File: src/rtl/drmsc_map.vh
/*
 Constants for the reference, monitor and serial control block.
 Assumes inclusion by bare name from the rtl folder.
*/
`ifndef DRMSC_MAP_VH
`define DRMSC_MAP_VH
// Reference source select codes
`define DRMSC_REF_EXT_1V25 2'h0
`define DRMSC_REF_EXT_2V5 2'h1
`define DRMSC_REF_INT_NOUT 2'h2
`define DRMSC_REF_INT_OUT 2'h3
`define DRMSC_REF_RST 2'h1
// Third switch positions
`define DRMSC_SW3_TO_SW2 1'h0
`define DRMSC_SW3_TO_DIV 1'h1
// Resistor select
`define DRMSC_RES_INT 1'h0
`define DRMSC_RES_EXT 1'h1
// Monitor function codes
`define DRMSC_MON_OFF 2'h0
`define DRMSC_MON_VOLT 2'h1
`define DRMSC_MON_CURR 2'h2
`define DRMSC_MON_TEMP 2'h3
// Register map reach
`define DRMSC_REG_ADDR_MAX 7'h7F
`define DRMSC_REG_REF 7'h1B
`define DRMSC_REG_MON 7'h1C
// Field positions
`define DRMSC_REF_SEL_LSB 0
`define DRMSC_RES_SEL_BIT 2
`define DRMSC_MONITOR_CHANNEL_SELECT_LSB 0
`define DRMSC_MON_FN_LSB 4
`define DRMSC_MON_BUF_BIT 3
`define DRMSC_MON_BIAS_BIT 6
// Serial framing
`define DRMSC_INSTR_BITS 8
`define DRMSC_DATA_BITS 8
`define DRMSC_CNT_W 4
`endif

File: src/rtl/drmsc_sync.v
/*
 Two flip-flop synchroniser for one level.
 Assumes the input is asynchronous to clk.
*/
`timescale 1ns/1ps
module drmsc_sync #(
  parameter RST_VAL = 1'b0
) (
  // Clock and reset
  input wire clk,
  input wire rstn,
  // Level
  input wire d,
  output wire q
);
  reg meta_reg;
  reg sync_reg;
  always @(posedge clk or negedge rstn) begin
    if (!rstn) begin
      meta_reg <= RST_VAL;
      sync_reg <= RST_VAL;
    end else begin
      meta_reg <= d;
      sync_reg <= meta_reg;
    end
  end
  assign q = sync_reg;
endmodule // drmsc_sync

File: src/rtl/drmsc_edge.v
/*
 Rising and falling edge detector on a synchronised level.
 Assumes the input is already in the clk domain.
*/
`timescale 1ns/1ps
module drmsc_edge #(
  parameter RST_VAL = 1'b0
) (
  // Clock and reset
  input wire clk,
  input wire rstn,
  // Level and edges
  input wire d,
  output wire rise,
  output wire fall
);
  reg last_reg;
  always @(posedge clk or negedge rstn) begin
    if (!rstn)
      last_reg <= RST_VAL;
    else
      last_reg <= d;
  end
  assign rise = d & ~last_reg;
  assign fall = ~d & last_reg;
endmodule // drmsc_edge

File: src/rtl/drmsc_ctrl.v
/*
 Reference, set resistor, monitor mux and SPI slave control.
 Assumes an SPI mode 0 master; pins are asynchronous to clk and
 SCLK runs well below a quarter of clk.
*/
// What this block does
// - Select external 1.25 V or 2.5 V reference; 2.5 V goes via divider.
// - Reference select resets to the external 2.5 V option.
// - Internal reference powered only while internal source selected.
// - Internal with pin output: first and second closed, third to second.
// - Internal without pin output: first open, second closed, third to 2.
// - External 1.25 V: first closed, second open, third to second.
// - External 2.5 V: first and second open, third to divider.
// - One select bit drives the resistor switch internal or external.
// - Resistor select resets to the internal resistor.
// - External resistor below minimum forces the internal resistor.
// - Monitoring off at reset; active only for nonzero function code.
// - Monitor buffer off and bypassed at reset; on when enable set.
// - Voltage monitoring routes the chosen channel's compliance voltage.
// - Current monitoring routes chosen channel current, valid when sourcing.
// - Temperature monitoring routes the die diode voltage.
// - External bias bit swaps internal diode bias for external current.
// - SPI mode 0; bits valid and sampled at rising SCLK.
// - All transfers are most significant bit first.
// - Each transaction is an instruction phase then a data phase.
// - After chip select falls, read/write flag then address arrive.
// - Flag 1 means read, flag 0 means write.
// - Seven-bit address is the start register for the data.
// - Chip select high before instruction ends aborts with no effect.
// - Reads shift register out on SDO; writes store received data.
`timescale 1ns/1ps
`include "drmsc_map.vh"
module drmsc_ctrl #(
  parameter NCH = 6,
  parameter CH_W = 3
) (
  // Clock and reset
  input wire clk,
  input wire rstn,
  // Serial pins
  input wire cs_n,
  input wire sclk,
  input wire sdi,
  output reg sdo,
  output reg sdo_oe_n,
  // Fault and channel status inputs
  input wire ext_res_low,
  input wire [NCH-1:0] ch_sourcing,
  // Reference control
  output reg [1:0] ref_source_select,
  output reg int_ref_enable,
  output reg first_reference_switch,
  output reg second_reference_switch,
  output reg third_reference_switch,
  // Set resistor control
  output reg resistor_select,
  output reg resistor_switch,
  // Monitor control
  output reg [1:0] monitor_function_select,
  output reg [CH_W-1:0] monitor_channel_select,
  output reg monitor_buffer_enable,
  output reg external_bias_enable,
  output reg [NCH-1:0] mon_volt_sel,
  output reg [NCH-1:0] mon_curr_sel,
  output reg mon_temp_sel,
  output reg mon_out_enable,
  output reg mon_curr_valid,
  // Access strobes for the wider register map
  output reg wr_stb,
  output reg rd_stb,
  output reg [6:0] acc_addr,
  output reg [7:0] wr_data,
  input wire [7:0] ext_rd_data
);
  localparam ST_IDLE = 4'h1;
  localparam ST_INSTR = 4'h2;
  localparam ST_DATA = 4'h4;
  localparam ST_WAIT = 4'h8;

  wire cs_s;
  wire sclk_s;
  wire sdi_s;
  wire res_low_s;
  wire sclk_rise;
  wire sclk_fall;
  wire cs_rise;
  wire cs_fall;
  wire [NCH-1:0] src_s;

  reg [3:0] state_reg;
  reg [3:0] state_next;
  reg [`DRMSC_CNT_W-1:0] cnt_reg;
  reg [`DRMSC_CNT_W-1:0] cnt_next;
  reg [7:0] shift_reg;
  reg [7:0] shift_next;
  reg [7:0] tx_reg;
  reg [7:0] tx_next;
  reg read_reg;
  reg read_next;
  reg [6:0] addr_reg;
  reg [6:0] addr_next;
  reg [7:0] ref_cfg_reg;
  reg [7:0] mon_cfg_reg;
  reg [7:0] rd_val;

  drmsc_sync #(.RST_VAL(1'b1)) u_cs_sync (
    .clk(clk), .rstn(rstn), .d(cs_n), .q(cs_s));
  drmsc_sync #(.RST_VAL(1'b0)) u_sclk_sync (
    .clk(clk), .rstn(rstn), .d(sclk), .q(sclk_s));
  drmsc_sync #(.RST_VAL(1'b0)) u_sdi_sync (
    .clk(clk), .rstn(rstn), .d(sdi), .q(sdi_s));
  drmsc_sync #(.RST_VAL(1'b0)) u_res_sync (
    .clk(clk), .rstn(rstn), .d(ext_res_low), .q(res_low_s));
  drmsc_edge #(.RST_VAL(1'b0)) u_sclk_edge (
    .clk(clk), .rstn(rstn), .d(sclk_s), .rise(sclk_rise),
    .fall(sclk_fall));
  drmsc_edge #(.RST_VAL(1'b1)) u_cs_edge (
    .clk(clk), .rstn(rstn), .d(cs_s), .rise(cs_rise), .fall(cs_fall));

  // Channel sourcing status comes from the analog side
  genvar gi;
  generate
    for (gi = 0; gi < NCH; gi = gi + 1) begin : g_src_sync
      drmsc_sync #(.RST_VAL(1'b0)) u_src_sync (
        .clk(clk), .rstn(rstn), .d(ch_sourcing[gi]), .q(src_s[gi]));
    end
  endgenerate

  // Read value of addressed register
  always @* begin
    case (addr_reg)
      `DRMSC_REG_REF: rd_val = ref_cfg_reg;
      `DRMSC_REG_MON: rd_val = mon_cfg_reg;
      default: rd_val = ext_rd_data;
    endcase
  end

  // Serial state machine
  always @* begin
    state_next = state_reg;
    cnt_next = cnt_reg;
    shift_next = shift_reg;
    tx_next = tx_reg;
    read_next = read_reg;
    addr_next = addr_reg;
    case (state_reg)
      ST_IDLE: begin
        if (cs_fall) begin
          state_next = ST_INSTR;
          cnt_next = {`DRMSC_CNT_W{1'b0}};
        end
      end
      ST_INSTR: begin
        if (cs_s) begin
          state_next = ST_IDLE;
        end else if (sclk_rise) begin
          shift_next = {shift_reg[6:0], sdi_s};
          cnt_next = cnt_reg + 1'b1;
          if (cnt_reg == `DRMSC_INSTR_BITS - 1) begin
            read_next = shift_reg[6];
            addr_next = {shift_reg[5:0], sdi_s};
            cnt_next = {`DRMSC_CNT_W{1'b0}};
            state_next = ST_DATA;
          end
        end
      end
      ST_DATA: begin
        if (cs_s) begin
          state_next = ST_IDLE;
        end else if (sclk_fall) begin
          // First fall of data phase puts the MSB up for the next rise
          if (cnt_reg == {`DRMSC_CNT_W{1'b0}})
            tx_next = read_reg ? rd_val : 8'h00;
          else
            tx_next = {tx_reg[6:0], 1'b0};
        end else if (sclk_rise) begin
          shift_next = {shift_reg[6:0], sdi_s};
          cnt_next = cnt_reg + 1'b1;
          if (cnt_reg == `DRMSC_DATA_BITS - 1) begin
            cnt_next = {`DRMSC_CNT_W{1'b0}};
            state_next = ST_WAIT;
          end
        end
      end
      ST_WAIT: begin
        if (cs_s)
          state_next = ST_IDLE;
        else if (sclk_fall)
          state_next = ST_IDLE;
      end
      default: state_next = ST_IDLE;
    endcase
    // Clear read word between frames
    if (state_reg == ST_INSTR && state_next == ST_DATA)
      tx_next = 8'h00;
    if (state_reg == ST_WAIT)
      tx_next = 8'h00;
  end

  always @(posedge clk or negedge rstn) begin
    if (!rstn) begin
      state_reg <= ST_IDLE;
      cnt_reg <= {`DRMSC_CNT_W{1'b0}};
      shift_reg <= 8'h00;
      tx_reg <= 8'h00;
      read_reg <= 1'b0;
      addr_reg <= 7'h00;
    end else begin
      state_reg <= state_next;
      cnt_reg <= cnt_next;
      shift_reg <= shift_next;
      tx_reg <= tx_next;
      read_reg <= read_next;
      addr_reg <= addr_next;
    end
  end

  // Register writes and access strobes
  always @(posedge clk or negedge rstn) begin
    if (!rstn) begin
      ref_cfg_reg <= {5'h00, `DRMSC_RES_INT, `DRMSC_REF_RST};
      mon_cfg_reg <= 8'h00;
      wr_stb <= 1'b0;
      rd_stb <= 1'b0;
      acc_addr <= 7'h00;
      wr_data <= 8'h00;
    end else begin
      wr_stb <= 1'b0;
      rd_stb <= 1'b0;
      if (state_reg == ST_INSTR && state_next == ST_DATA) begin
        acc_addr <= addr_next;
        rd_stb <= read_next;
      end
      if (state_reg == ST_DATA && state_next == ST_WAIT && !read_reg) begin
        wr_stb <= 1'b1;
        wr_data <= shift_next;
        if (addr_reg == `DRMSC_REG_REF)
          ref_cfg_reg <= shift_next;
        if (addr_reg == `DRMSC_REG_MON)
          mon_cfg_reg <= shift_next;
      end
    end
  end

  // SDO drive, changes after falling SCLK
  always @(posedge clk or negedge rstn) begin
    if (!rstn) begin
      sdo <= 1'b0;
      sdo_oe_n <= 1'b1;
    end else begin
      sdo <= tx_reg[7];
      sdo_oe_n <= ~((state_reg == ST_DATA) & read_reg);
    end
  end

  // Reference, resistor and monitor decode
  always @(posedge clk or negedge rstn) begin
    if (!rstn) begin
      ref_source_select <= `DRMSC_REF_RST;
      int_ref_enable <= 1'b0;
      first_reference_switch <= 1'b0;
      second_reference_switch <= 1'b0;
      third_reference_switch <= `DRMSC_SW3_TO_DIV;
      resistor_select <= `DRMSC_RES_INT;
      resistor_switch <= `DRMSC_RES_INT;
      monitor_function_select <= `DRMSC_MON_OFF;
      monitor_channel_select <= {CH_W{1'b0}};
      monitor_buffer_enable <= 1'b0;
      external_bias_enable <= 1'b0;
      mon_volt_sel <= {NCH{1'b0}};
      mon_curr_sel <= {NCH{1'b0}};
      mon_temp_sel <= 1'b0;
      mon_out_enable <= 1'b0;
      mon_curr_valid <= 1'b0;
    end else begin
      ref_source_select <= ref_cfg_reg[`DRMSC_REF_SEL_LSB+:2];
      int_ref_enable <= ref_cfg_reg[`DRMSC_REF_SEL_LSB+1];
      case (ref_cfg_reg[`DRMSC_REF_SEL_LSB+:2])
        `DRMSC_REF_INT_OUT: begin
          first_reference_switch <= 1'b1;
          second_reference_switch <= 1'b1;
          third_reference_switch <= `DRMSC_SW3_TO_SW2;
        end
        `DRMSC_REF_INT_NOUT: begin
          first_reference_switch <= 1'b0;
          second_reference_switch <= 1'b1;
          third_reference_switch <= `DRMSC_SW3_TO_SW2;
        end
        `DRMSC_REF_EXT_1V25: begin
          first_reference_switch <= 1'b1;
          second_reference_switch <= 1'b0;
          third_reference_switch <= `DRMSC_SW3_TO_SW2;
        end
        default: begin
          first_reference_switch <= 1'b0;
          second_reference_switch <= 1'b0;
          third_reference_switch <= `DRMSC_SW3_TO_DIV;
        end
      endcase
      resistor_select <= ref_cfg_reg[`DRMSC_RES_SEL_BIT];
      resistor_switch <= ref_cfg_reg[`DRMSC_RES_SEL_BIT] &
                         ~res_low_s;
      monitor_function_select <= mon_cfg_reg[`DRMSC_MON_FN_LSB+:2];
      monitor_channel_select <= mon_cfg_reg[`DRMSC_MONITOR_CHANNEL_SELECT_LSB+:CH_W];
      monitor_buffer_enable <= mon_cfg_reg[`DRMSC_MON_BUF_BIT];
      external_bias_enable <= mon_cfg_reg[`DRMSC_MON_BIAS_BIT];
      mon_out_enable <= mon_cfg_reg[`DRMSC_MON_FN_LSB+:2] !=
                        `DRMSC_MON_OFF;
      mon_volt_sel <= {NCH{1'b0}};
      mon_curr_sel <= {NCH{1'b0}};
      mon_temp_sel <= 1'b0;
      mon_curr_valid <= 1'b0;
      case (mon_cfg_reg[`DRMSC_MON_FN_LSB+:2])
        `DRMSC_MON_VOLT:
          mon_volt_sel <= {{(NCH-1){1'b0}}, 1'b1} <<
                          mon_cfg_reg[`DRMSC_MONITOR_CHANNEL_SELECT_LSB+:CH_W];
        `DRMSC_MON_CURR: begin
          mon_curr_sel <= {{(NCH-1){1'b0}}, 1'b1} <<
                          mon_cfg_reg[`DRMSC_MONITOR_CHANNEL_SELECT_LSB+:CH_W];
          mon_curr_valid <= src_s[mon_cfg_reg[`DRMSC_MONITOR_CHANNEL_SELECT_LSB+:CH_W]];
        end
        `DRMSC_MON_TEMP: mon_temp_sel <= 1'b1;
        default: mon_temp_sel <= 1'b0;
      endcase
    end
  end
endmodule // drmsc_ctrl

File: config.mk
export PLATFORM = sky130hd
export DESIGN_NAME = drmsc_ctrl
export DESIGN_NICKNAME = d
export VERILOG_FILES = /design/src/rtl/drmsc_sync.v /design/src/rtl/drmsc_edge.v /design/src/rtl/drmsc_ctrl.v
export VERILOG_INCLUDE_DIRS = /design/src /design/src/rtl
export SDC_FILE = /design/constraint.sdc
export NUM_CORES = 1
export LEC_CHECK = 0
export ABC_AREA = 1
export BUFFER_PORTS_ARGS = -buffer_cell sky130_fd_sc_hd__clkbuf_2
export CELL_PAD_IN_SITES_DETAIL_PLACEMENT = 1
export CELL_PAD_IN_SITES_GLOBAL_PLACEMENT = 1
export CORE_MARGIN = 4
export CORE_UTILIZATION = 39
export DETAILED_ROUTE_END_ITERATION = 8
export GPL_TIMING_DRIVEN = 1
export PLACE_DENSITY_LB_ADDON = 0.2
export SYNTH_ARGS = -nofsm -noshare
export SYNTH_HDL_FRONTEND = slang
export SYNTH_HIERARCHICAL = 1
export SYNTH_SLANG_ARGS = --single-unit
File: constraint.sdc
create_clock -name clk -period 1.97 [get_ports clk]
set_input_delay 0.2955 -clock clk [delete_from_list [all_inputs] [get_ports clk]]
set_output_delay 0.2955 -clock clk [all_outputs]
set_load 0.01 [all_outputs]
[Yosys cells after proc, flatten, opt, wreduce, memory -nomap -nowiden]
Index checks and enable logic that the tools add are counted.
Cells by class
  shift operators: 1
  eq/ne operators: 19
  $mul: 0
  bitwise logic cells: 10
  reductions and logical operators: 17
  order comparisons: 1
  add/sub/neg operators: 1
  div/mod/pow operators: 0
  mux-type cells: 50
Operators by type and width (count)
  two-way mux 8 bit: 11
  two-way mux 4 bit: 16
  case mux 8 bit (2 select lines): 2
  two-way mux 7 bit: 4
  case mux 4 bit (4 select lines): 1
  equality test 7 x 5 -> 1 bit (second input constant): 2
  equality test 4 x 3 -> 1 bit (second input constant): 3
  two-way mux 1 bit: 12
  two-way mux 6 bit: 2
  case mux 4 bit (3 select lines): 1
  nonzero test 3 bit: 3
  equality test 2 bit (second input constant): 4
  equality test 4 bit (second input constant): 2
  inequality test 2 bit (second input constant): 4
  left shift 1 x 3 -> 6 bit (first input constant): 1
  bitwise AND 1 bit: 5
  NOT 1 bit: 5
  AND reduction 5 bit: 1
  adder 4 x 1 -> 4 bit (second input constant): 1
  equality test 4 x 1 -> 1 bit (second input constant): 1
  equality test 4 x 2 -> 1 bit (second input constant): 1
  logical NOT 4 bit: 1
  < comparator 3 x 4 -> 1 bit (second input constant): 1
  AND reduction 2 bit: 2
  other kinds (10): 13
Storage, ports and cells
  memories kept: 0
  bits in latches: 0
  flip-flop bits (word level): 119
  logic and storage cells: 151
  bits of input ports: 20
  RAM bits: 0
  ROM bits: 0

[Logic depth before layout (Yosys ltp)]
Gate-level depths: netlist of the first run.
  word-level depth: 10
  gate-level depth with buffers: 12
  mapped depth without buffers: 11

[Cells and area by module]
Netlist of the first run, hierarchy kept.
Modules (own cells, without submodules)
  drmsc_ctrl: area each 4214.0 µm², cells each 498, times used 1
  drmsc_sync (g_src_sync[0].u_src_sync ...): area each 50.0 µm², cells each 2, times used 9
  drmsc_sync (u_cs_sync): area each 52.6 µm², cells each 2, times used 1
  drmsc_edge (u_cs_edge): area each 41.3 µm², cells each 5, times used 1
  drmsc_edge (u_sclk_edge): area each 40.0 µm², cells each 5, times used 1

[Least setup slack after synthesis of the first run]
OpenSTA, ideal clock, no wires.
  path kind: register to register
  from: reg cnt_reg[0]
  to: reg mon_cfg_reg[3]
  path slack: 0.308 ns
  library setup time: 0.118 ns
  stages on the path, launching flop included: 11
  data required time: 1.852 ns
  period minus slack after synthesis: 1.662 ns
  arrival time: 1.545 ns
  path buffers: 1
  cell sequence: dfrtp_1 -> ha_1 -> nand2_1 -> nor2_2 -> inv_2 -> nor2_4 -> a21oi_2 -> nor2_8 -> buf_6 -> nand3_1 -> nand2_1
On the way
  cells in the longest elaborated chain, start to end: 10
  elaborated cells between the ends (all ways): 13
  classes of those cells: eq/ne: 2; mux: 8; reduce/logical: 3
Ends and longest elaborated chain
  from (decl): line drmsc_ctrl.v:92  | reg [`DRMSC_CNT_W-1:0] cnt_reg;
  from (signal assigned): line drmsc_ctrl.v:203  | cnt_reg <= {`DRMSC_CNT_W{1'b0}};
  from (signal assigned): line drmsc_ctrl.v:210  | cnt_reg <= cnt_next;
  equality test 4 x 3 -> 1 bit *: line drmsc_ctrl.v:159, drmsc_ctrl.v:179
  two-way mux 4 bit: line drmsc_ctrl.v:179  | if (cnt_reg == `DRMSC_DATA_BITS - 1) begin
  two-way mux 4 bit: line drmsc_ctrl.v:176  | end else if (sclk_rise) begin
  two-way mux 4 bit: line drmsc_ctrl.v:170  | end else if (sclk_fall) begin
  two-way mux 4 bit: line drmsc_ctrl.v:168  | if (cs_s) begin
  case mux 4 bit (4 select lines) *: line drmsc_ctrl.v:146  | case (state_reg)
  equality test 4 bit *: line drmsc_ctrl.v:234  | if (state_reg == ST_DATA && state_next == ST_WAIT && !read_reg) begin
  logical AND 1 bit * (2 in a row): line drmsc_ctrl.v:234
  AND reduction 2 bit (no source line) *
  to (signal assigned): line drmsc_ctrl.v:240  | mon_cfg_reg <= shift_next;
  to (decl): line drmsc_ctrl.v:103  | reg [7:0] mon_cfg_reg;
Mark *: on every way between the ends. The rest lies on a longest branch, timed or not.
A chain may end at the register's enable or synchronous reset.

[Worst setup path after layout of the first run]
  from: reg cnt_reg[1]
  to: reg wr_data[5]
On the way
  cells in the longest elaborated chain, start to end: 9
  elaborated cells between the ends (all ways): 12
  classes of those cells: eq/ne: 2; mux: 8; reduce/logical: 2
Ends and longest elaborated chain
  equality test 4 x 3 -> 1 bit *: line drmsc_ctrl.v:159, drmsc_ctrl.v:179
  two-way mux 4 bit: line drmsc_ctrl.v:179
  two-way mux 4 bit: line drmsc_ctrl.v:176
  two-way mux 4 bit: line drmsc_ctrl.v:170
  two-way mux 4 bit: line drmsc_ctrl.v:168
  case mux 4 bit (4 select lines) *: line drmsc_ctrl.v:146
  equality test 4 bit *: line drmsc_ctrl.v:234
  logical AND 1 bit * (2 in a row): line drmsc_ctrl.v:234
  to (signal assigned): line drmsc_ctrl.v:236  | wr_data <= shift_next;
  to (decl): line drmsc_ctrl.v:72  | output reg [7:0] wr_data,
Marks and branches as above.

==> results of run 1 <==
[power breakdown]
group | internal [mW] | total, mW | switching (mW)
Combinational | 0.119 | 0.366 | 0.247
Clock | 2.04 | 3.18 | 1.14
Sequential | 2.49 | 2.54 | 0.0515
Total | 4.65 | 6.09 | 1.44
[worst max-delay path: cells and delay by family, from the launching register on]
family | cells | cell delay, ns
compound gates | 1 | 0.09
fa+ha+maj | 1 | 0.19
buf+inv | 2 | 0.23
flops | 1 | 0.41
simple gates | 6 | 0.86
[cells in the final DEF, fill, tap and decap left out, drive strengths merged]
cell / count
a22oi: 1
nand3: 62
bufinv: 3
inv: 58
o22ai: 1
dfstp: 8
buf: 18
nand2: 199
nor3: 2
nor2: 50
o211ai: 1
a21oi: 3
clkbuf: 86
or2: 1
o21ai: 15
clkinv: 6
nand4: 5
clkinvlp: 1
nor3b: 1
ha: 5
dfrtp: 110
dlygate4sd3: 11
o221ai: 2
[worst paths after layout]
check	to	startpoint	slack [ns]	depth (start not counted)
hold / removal	tx_reg[0]	ext_rd_data[0]	0.26	5
min in group asynchronous	cnt_reg[0]	rstn	0.47	3
setup reg to reg	wr_data[5]	cnt_reg[1]	0.13	10
max in group asynchronous	g_src_sync[3].u_src_sync/meta_reg	rstn	0.94	3
setup / recovery	wr_data[5]	cnt_reg[1]	0.13	10
hold reg to reg	g_src_sync[0].u_src_sync/q	g_src_sync[0].u_src_sync/meta_reg	0.35	0
[metal layers]
metal	share of wire [%]	track usage [%]	vias up
met5	0	0	-
met4	1.2	7.39	0
met3	3.4	4.99	9
met2	50	30.9	60
met1	46	24.8	1896
li1	-	-	1879
[stage by stage]
stage / hold WS, ns / power [mW] / util [%] / cell area (um2)
CTS: 0.253 / 6.15 / 50.8 / 6110
global placement: 0.334 / 2.90 / 44.8 / 5390
detailed placement: 0.336 / 2.92 / 44.8 / 5390
global route: 0.306 / 6.35 / 52.0 / 6240
finish: 0.264 / 6.09 / 52.0 / 6240
floorplan: -0.0000911 / 2.77 / - / 4790
[area by class of cell]
cell class,count,area share (%)
clock buffer,19,7.10
clock inverter,13,2.71
inverter,55,3.31
multi-input combinational,348,26.4
sequential,118,47.5
tap,147,2.95
timing repair buffer,96,10.1
[what timing repair did]
item,CTS,global route
setup endpoints to repair,0,39
setup buffers,0,4
resized for setup,0,15
hold buffers,11,0
hold endpoints to repair,34,0
==> results.sh, run 1 <==
export IMPL_place_gp_congestion=0.806
export IMPL_finalWirelength_um=12400
export IMPL_dp_hpwl_um=8410
export IMPL_crit_path_start_kind="register"
export IMPL_cts_root_buf="clkbuf_16"
export IMPL_cts_path_max_buffers=2
export IMPL_hold_violations=0
export IMPL_placementRows=40
export IMPL_fillers=1414
export IMPL_die_w_um=119
export IMPL_setup_slack_ns=0.130
export IMPL_track_usage_pct=19.2
export IMPL_fin_cells=796
export IMPL_drt_iter0_markers=271
export IMPL_ff_latch_area_um2=2960
export IMPL_cts_tree="built"
export IMPL_multi_input_area_um2=1650
export IMPL_hp_class="in2reg"
export IMPL_cts_sinks=118
export IMPL_crit_chain="ha_1, nand2_1, nor2_4, inv_2, nor2_4, a21oi_4, buf_12, nor2_2, nand2_1, nand2_1"
export IMPL_post_route_period_util_pct=93.4
export IMPL_clk_latency_ns=0.41
export IMPL_syn_area_um2=4790
export IMPL_arrival_ns=2.19
export IMPL_grt_pass1_vias=4150
export IMPL_dieHeight_um=119
export IMPL_finalSetupViolations=0
export IMPL_insertedDiodeCount=0
export IMPL_fin_tns_setup_ns=0
export IMPL_netlist_instances=526
export IMPL_core_area_um2=12000
export IMPL_clk_pin_slew_ns=0.06
export IMPL_grt_overflow=0
export IMPL_cts_buffers=17
export IMPL_io_pins=69
export IMPL_syn_to_final_growth_pct=30.3
export IMPL_fmax_mhz=543
export IMPL_initial_utilization_pct=39.9
export IMPL_path_common_cell="nand2_1"
export IMPL_num_vias=3844
export IMPL_antenna_found_initial=0
export IMPL_path_class="reg2reg"
export IMPL_max_slew_margin_pct=53.7
export IMPL_wl_per_cell_um=15.5
export IMPL_post_place_ws_ns=0.0593
export IMPL_cp_max_fo=12
export IMPL_drc=0
export IMPL_grt_max_degree=119
export IMPL_power_per_cell_area_nw_per_um2=975
export IMPL_syn_num_nets=551
export IMPL_min_period_ns=1.84
export IMPL_die_area_um2=14100
export IMPL_place_inst=746
export IMPL_maxSlewViolCount=0
export IMPL_ys_warnings_count=6
export IMPL_endpoint_kind="register"
export IMPL_drv_cap=0
export IMPL_final_layout_size_suffix_gt1_share_pct=24.2
export IMPL_drtAntennaViolNets=0
export IMPL_nets=661
export IMPL_ir_worst_vdd_v=0.000620
export IMPL_htree_levels=4
export IMPL_port_buffers=68
export IMPL_slowest_stage="dfrtp_1"
export IMPL_status="completed"
export IMPL_syn_avg_cell_area_um2=9.11
export IMPL_p_leak_nw=3.40
export IMPL_skew_ns=0.00550
export IMPL_drtPass1Iterations=4
export IMPL_critPathRequiredTime_ns=2.32
export IMPL_viasPerCell=4.83
export IMPL_cpPeakStageDelay_ns=0.41
export IMPL_grt_pass1_wl_um=21200
export IMPL_worst_pin_slew_ns=0.694
No activity file was read; power rests on OpenSTA's default activity.
==> inputs of run 2 (changes only) <==
Settings changed: CAP_MARGIN set to 0, CORE_ASPECT_RATIO set to 1.1, CORE_UTILIZATION 39 to 43.
==> results.sh, run 2 (synthesized netlist as in run 1, its figures left out) <==
export IMPL_status="completed"
export IMPL_endpoint_kind="register"
export IMPL_max_slew_margin_pct=64.0
export IMPL_p_leak_nw=3.37
export IMPL_num_vias=3960
export IMPL_min_period_ns=1.86
export IMPL_ff_latch_area_um2=2960
export IMPL_placementRows=40
export IMPL_io_pins=69
export IMPL_grt_overflow=0
export IMPL_hp_class="in2reg"
export IMPL_hold_violations=0
export IMPL_layout_common_cells="191 x nand2_1, 109 x dfrtp_1, 67 x clkbuf_2"
export IMPL_dp_hpwl_um=8760
export IMPL_cts_sinks=118
export IMPL_cpPeakStageDelay_ns=0.41
export IMPL_drtAntennaViolNets=0
export IMPL_finalWirelength_um=13600
export IMPL_layout_commonest_cell="nand2_1"
export IMPL_place_inst=749
export IMPL_drc=0
export IMPL_cp_top_family="simple AND/OR/NAND/NOR gates"
export IMPL_cp_max_fo=13
export IMPL_placed_area_um2=5420
export IMPL_drtPass1Iterations=4
export IMPL_fmax_mhz=539
export IMPL_pwr_share_seq_pct=41.2
export IMPL_track_usage_pct=23.0
export IMPL_viasPerCell=4.99
export IMPL_nets=659
export IMPL_die_area_um2=12900
export IMPL_insertedDiodeCount=0
export IMPL_cts_tree="built"
export IMPL_cts_path_max_buffers=2
export IMPL_clk_pin_slew_ns=0.06
export IMPL_fin_cells=794
export IMPL_crit_buf_inv=2
export IMPL_worst_pin_slew_ns=0.539
export IMPL_power_per_cell_area_nw_per_um2=986
export IMPL_grt_max_degree=39
export IMPL_final_layout_size_suffix_gt1_share_pct=24.3
export IMPL_syn_to_final_growth_pct=30.2
export IMPL_comb_power_share_pct=6.4
export IMPL_initial_utilization_pct=43.9
export IMPL_multi_input_area_um2=1640
export IMPL_post_route_period_util_pct=94.2
export IMPL_holdWs_ns=0.248
export IMPL_grt_pass1_vias=4324
export IMPL_maxSlewViolCount=0
export IMPL_htree_levels=4
export IMPL_port_buffers=68
export IMPL_place_gp_congestion=0.847
export IMPL_critPathRequiredTime_ns=2.32
export IMPL_clkPwrFrac_pct=52.4
export IMPL_clk_latency_ns=0.42
export IMPL_setup_slack_ns=0.114
export IMPL_rsz0062_at_grt="true"
export IMPL_wl_per_cell_um=17.1
export IMPL_p_sw_mw=1.52
export IMPL_core_area_um2=10900
export IMPL_path_class="reg2reg"
export IMPL_fillers=1297
export IMPL_cts_buffers=17
export IMPL_cts_root_buf="clkbuf_16"
export IMPL_crit_path_start_kind="register"
export IMPL_grt_pass1_wl_um=22700
export IMPL_post_place_ws_ns=0.0195
export IMPL_arrival_ns=2.21
export IMPL_crit_chain="ha_2, nand2_1, nor2_4, inv_2, nor2_4, a21oi_2, buf_4, nor2_8, nand3_1, nand2_1"
export IMPL_swShare_pct=24.7
export IMPL_die_w_um=109
export IMPL_skew_ns=0.00654
export IMPL_drt_iter0_markers=190
export IMPL_fin_tns_setup_ns=0
export IMPL_fin_area_um2=6240
export IMPL_internal_power_mw=4.63
export IMPL_antenna_found_initial=0
export IMPL_ir_worst_vdd_v=0.000628
export IMPL_dieHeight_um=119
export IMPL_finalSetupViolations=0
export IMPL_slowest_stage="dfrtp_1"
export IMPL_drv_cap=0
## run 2: cell count changes in the layout (fill, tap and decap cells not counted), sizes merged
cell	delta
clkinvlp	+1
clkbuf	-2
inv	+1
nor2	-2
## run 2: path summary, 6_finish.rpt
kind                       depth (start not counted)  slack [ns]                    endpoint                              start
max in group asynchronous                          3        0.90              ref_cfg_reg[0]                               rstn
setup / recovery                                  10        0.11              ref_cfg_reg[7]                         cnt_reg[1]
hold / removal                                     5        0.25                   tx_reg[0]                     ext_rd_data[0]
setup reg to reg                                  10        0.11              ref_cfg_reg[7]                         cnt_reg[1]
min in group asynchronous                          2        0.42        u_sclk_edge/last_reg                               rstn
hold reg to reg                                    0        0.35  g_src_sync[3].u_src_sync/q  g_src_sync[3].u_src_sync/meta_reg
## run 2: area by class of cell
cell class | count | share of cell area (%)
clock inverters | 15 | 3.09
inverters | 55 | 3.31
repair buffers | 96 | 10.1
flip-flops and latches | 118 | 47.5
well taps | 147 | 2.95
clock buffers | 17 | 6.82
multi-input cells | 346 | 26.2
## run 2: layer usage
metal,vias to the layer above,GRT usage [%],part of all wire (%)
met5,-,0,0
met4,0,9.79,3.4
met3,39,5.24,4.1
met2,99,36.2,50
met1,1947,30.4,43
li1,1875,-,-
## run 2: repair_timing
| action | in CTS | in global routing |
|---|---|---|
| endpoints found under the setup margin | 12 | 31 |
| gates resized for setup | 1 | 14 |
| hold buffers | 11 | 0 |
| pin swaps | 1 | 4 |
| hold endpoints to repair | 44 | 0 |
| gates cloned | 1 | 0 |
| setup buffers | 0 | 1 |
## run 2: tightest hold or removal path: cells and delay by family
family / cells / cell delay, ns
AND/OR/NAND/NOR: 3 / 0.19
buffers and inverters: 1 / 0.07
AO/OA/AOI/OAI: 1 / 0.07
## run 2: through the flow
stage | power [mW] | util [%]
6_report | 6.15 | 57.2
5_1_grt | 6.40 | 57.2
4_1_cts | 6.20 | 56.5
3_5_place_dp | 2.93 | 49.7
3_3_place_gp | 2.91 | 49.7
2_1_floorplan | 2.77 | -
## run 2: power groups by stage
| stage | Clock [mW] | Sequential [mW] | Combinational [mW] |
|---|---|---|---|
| after floorplan | 0 | 2.57 | 0.207 |
| after global placement | 0 | 2.57 | 0.343 |
| after detailed placement | 0 | 2.58 | 0.357 |
| after CTS | 3.27 | 2.54 | 0.389 |
| after global routing | 3.41 | 2.54 | 0.441 |
| final | 3.22 | 2.54 | 0.392 |
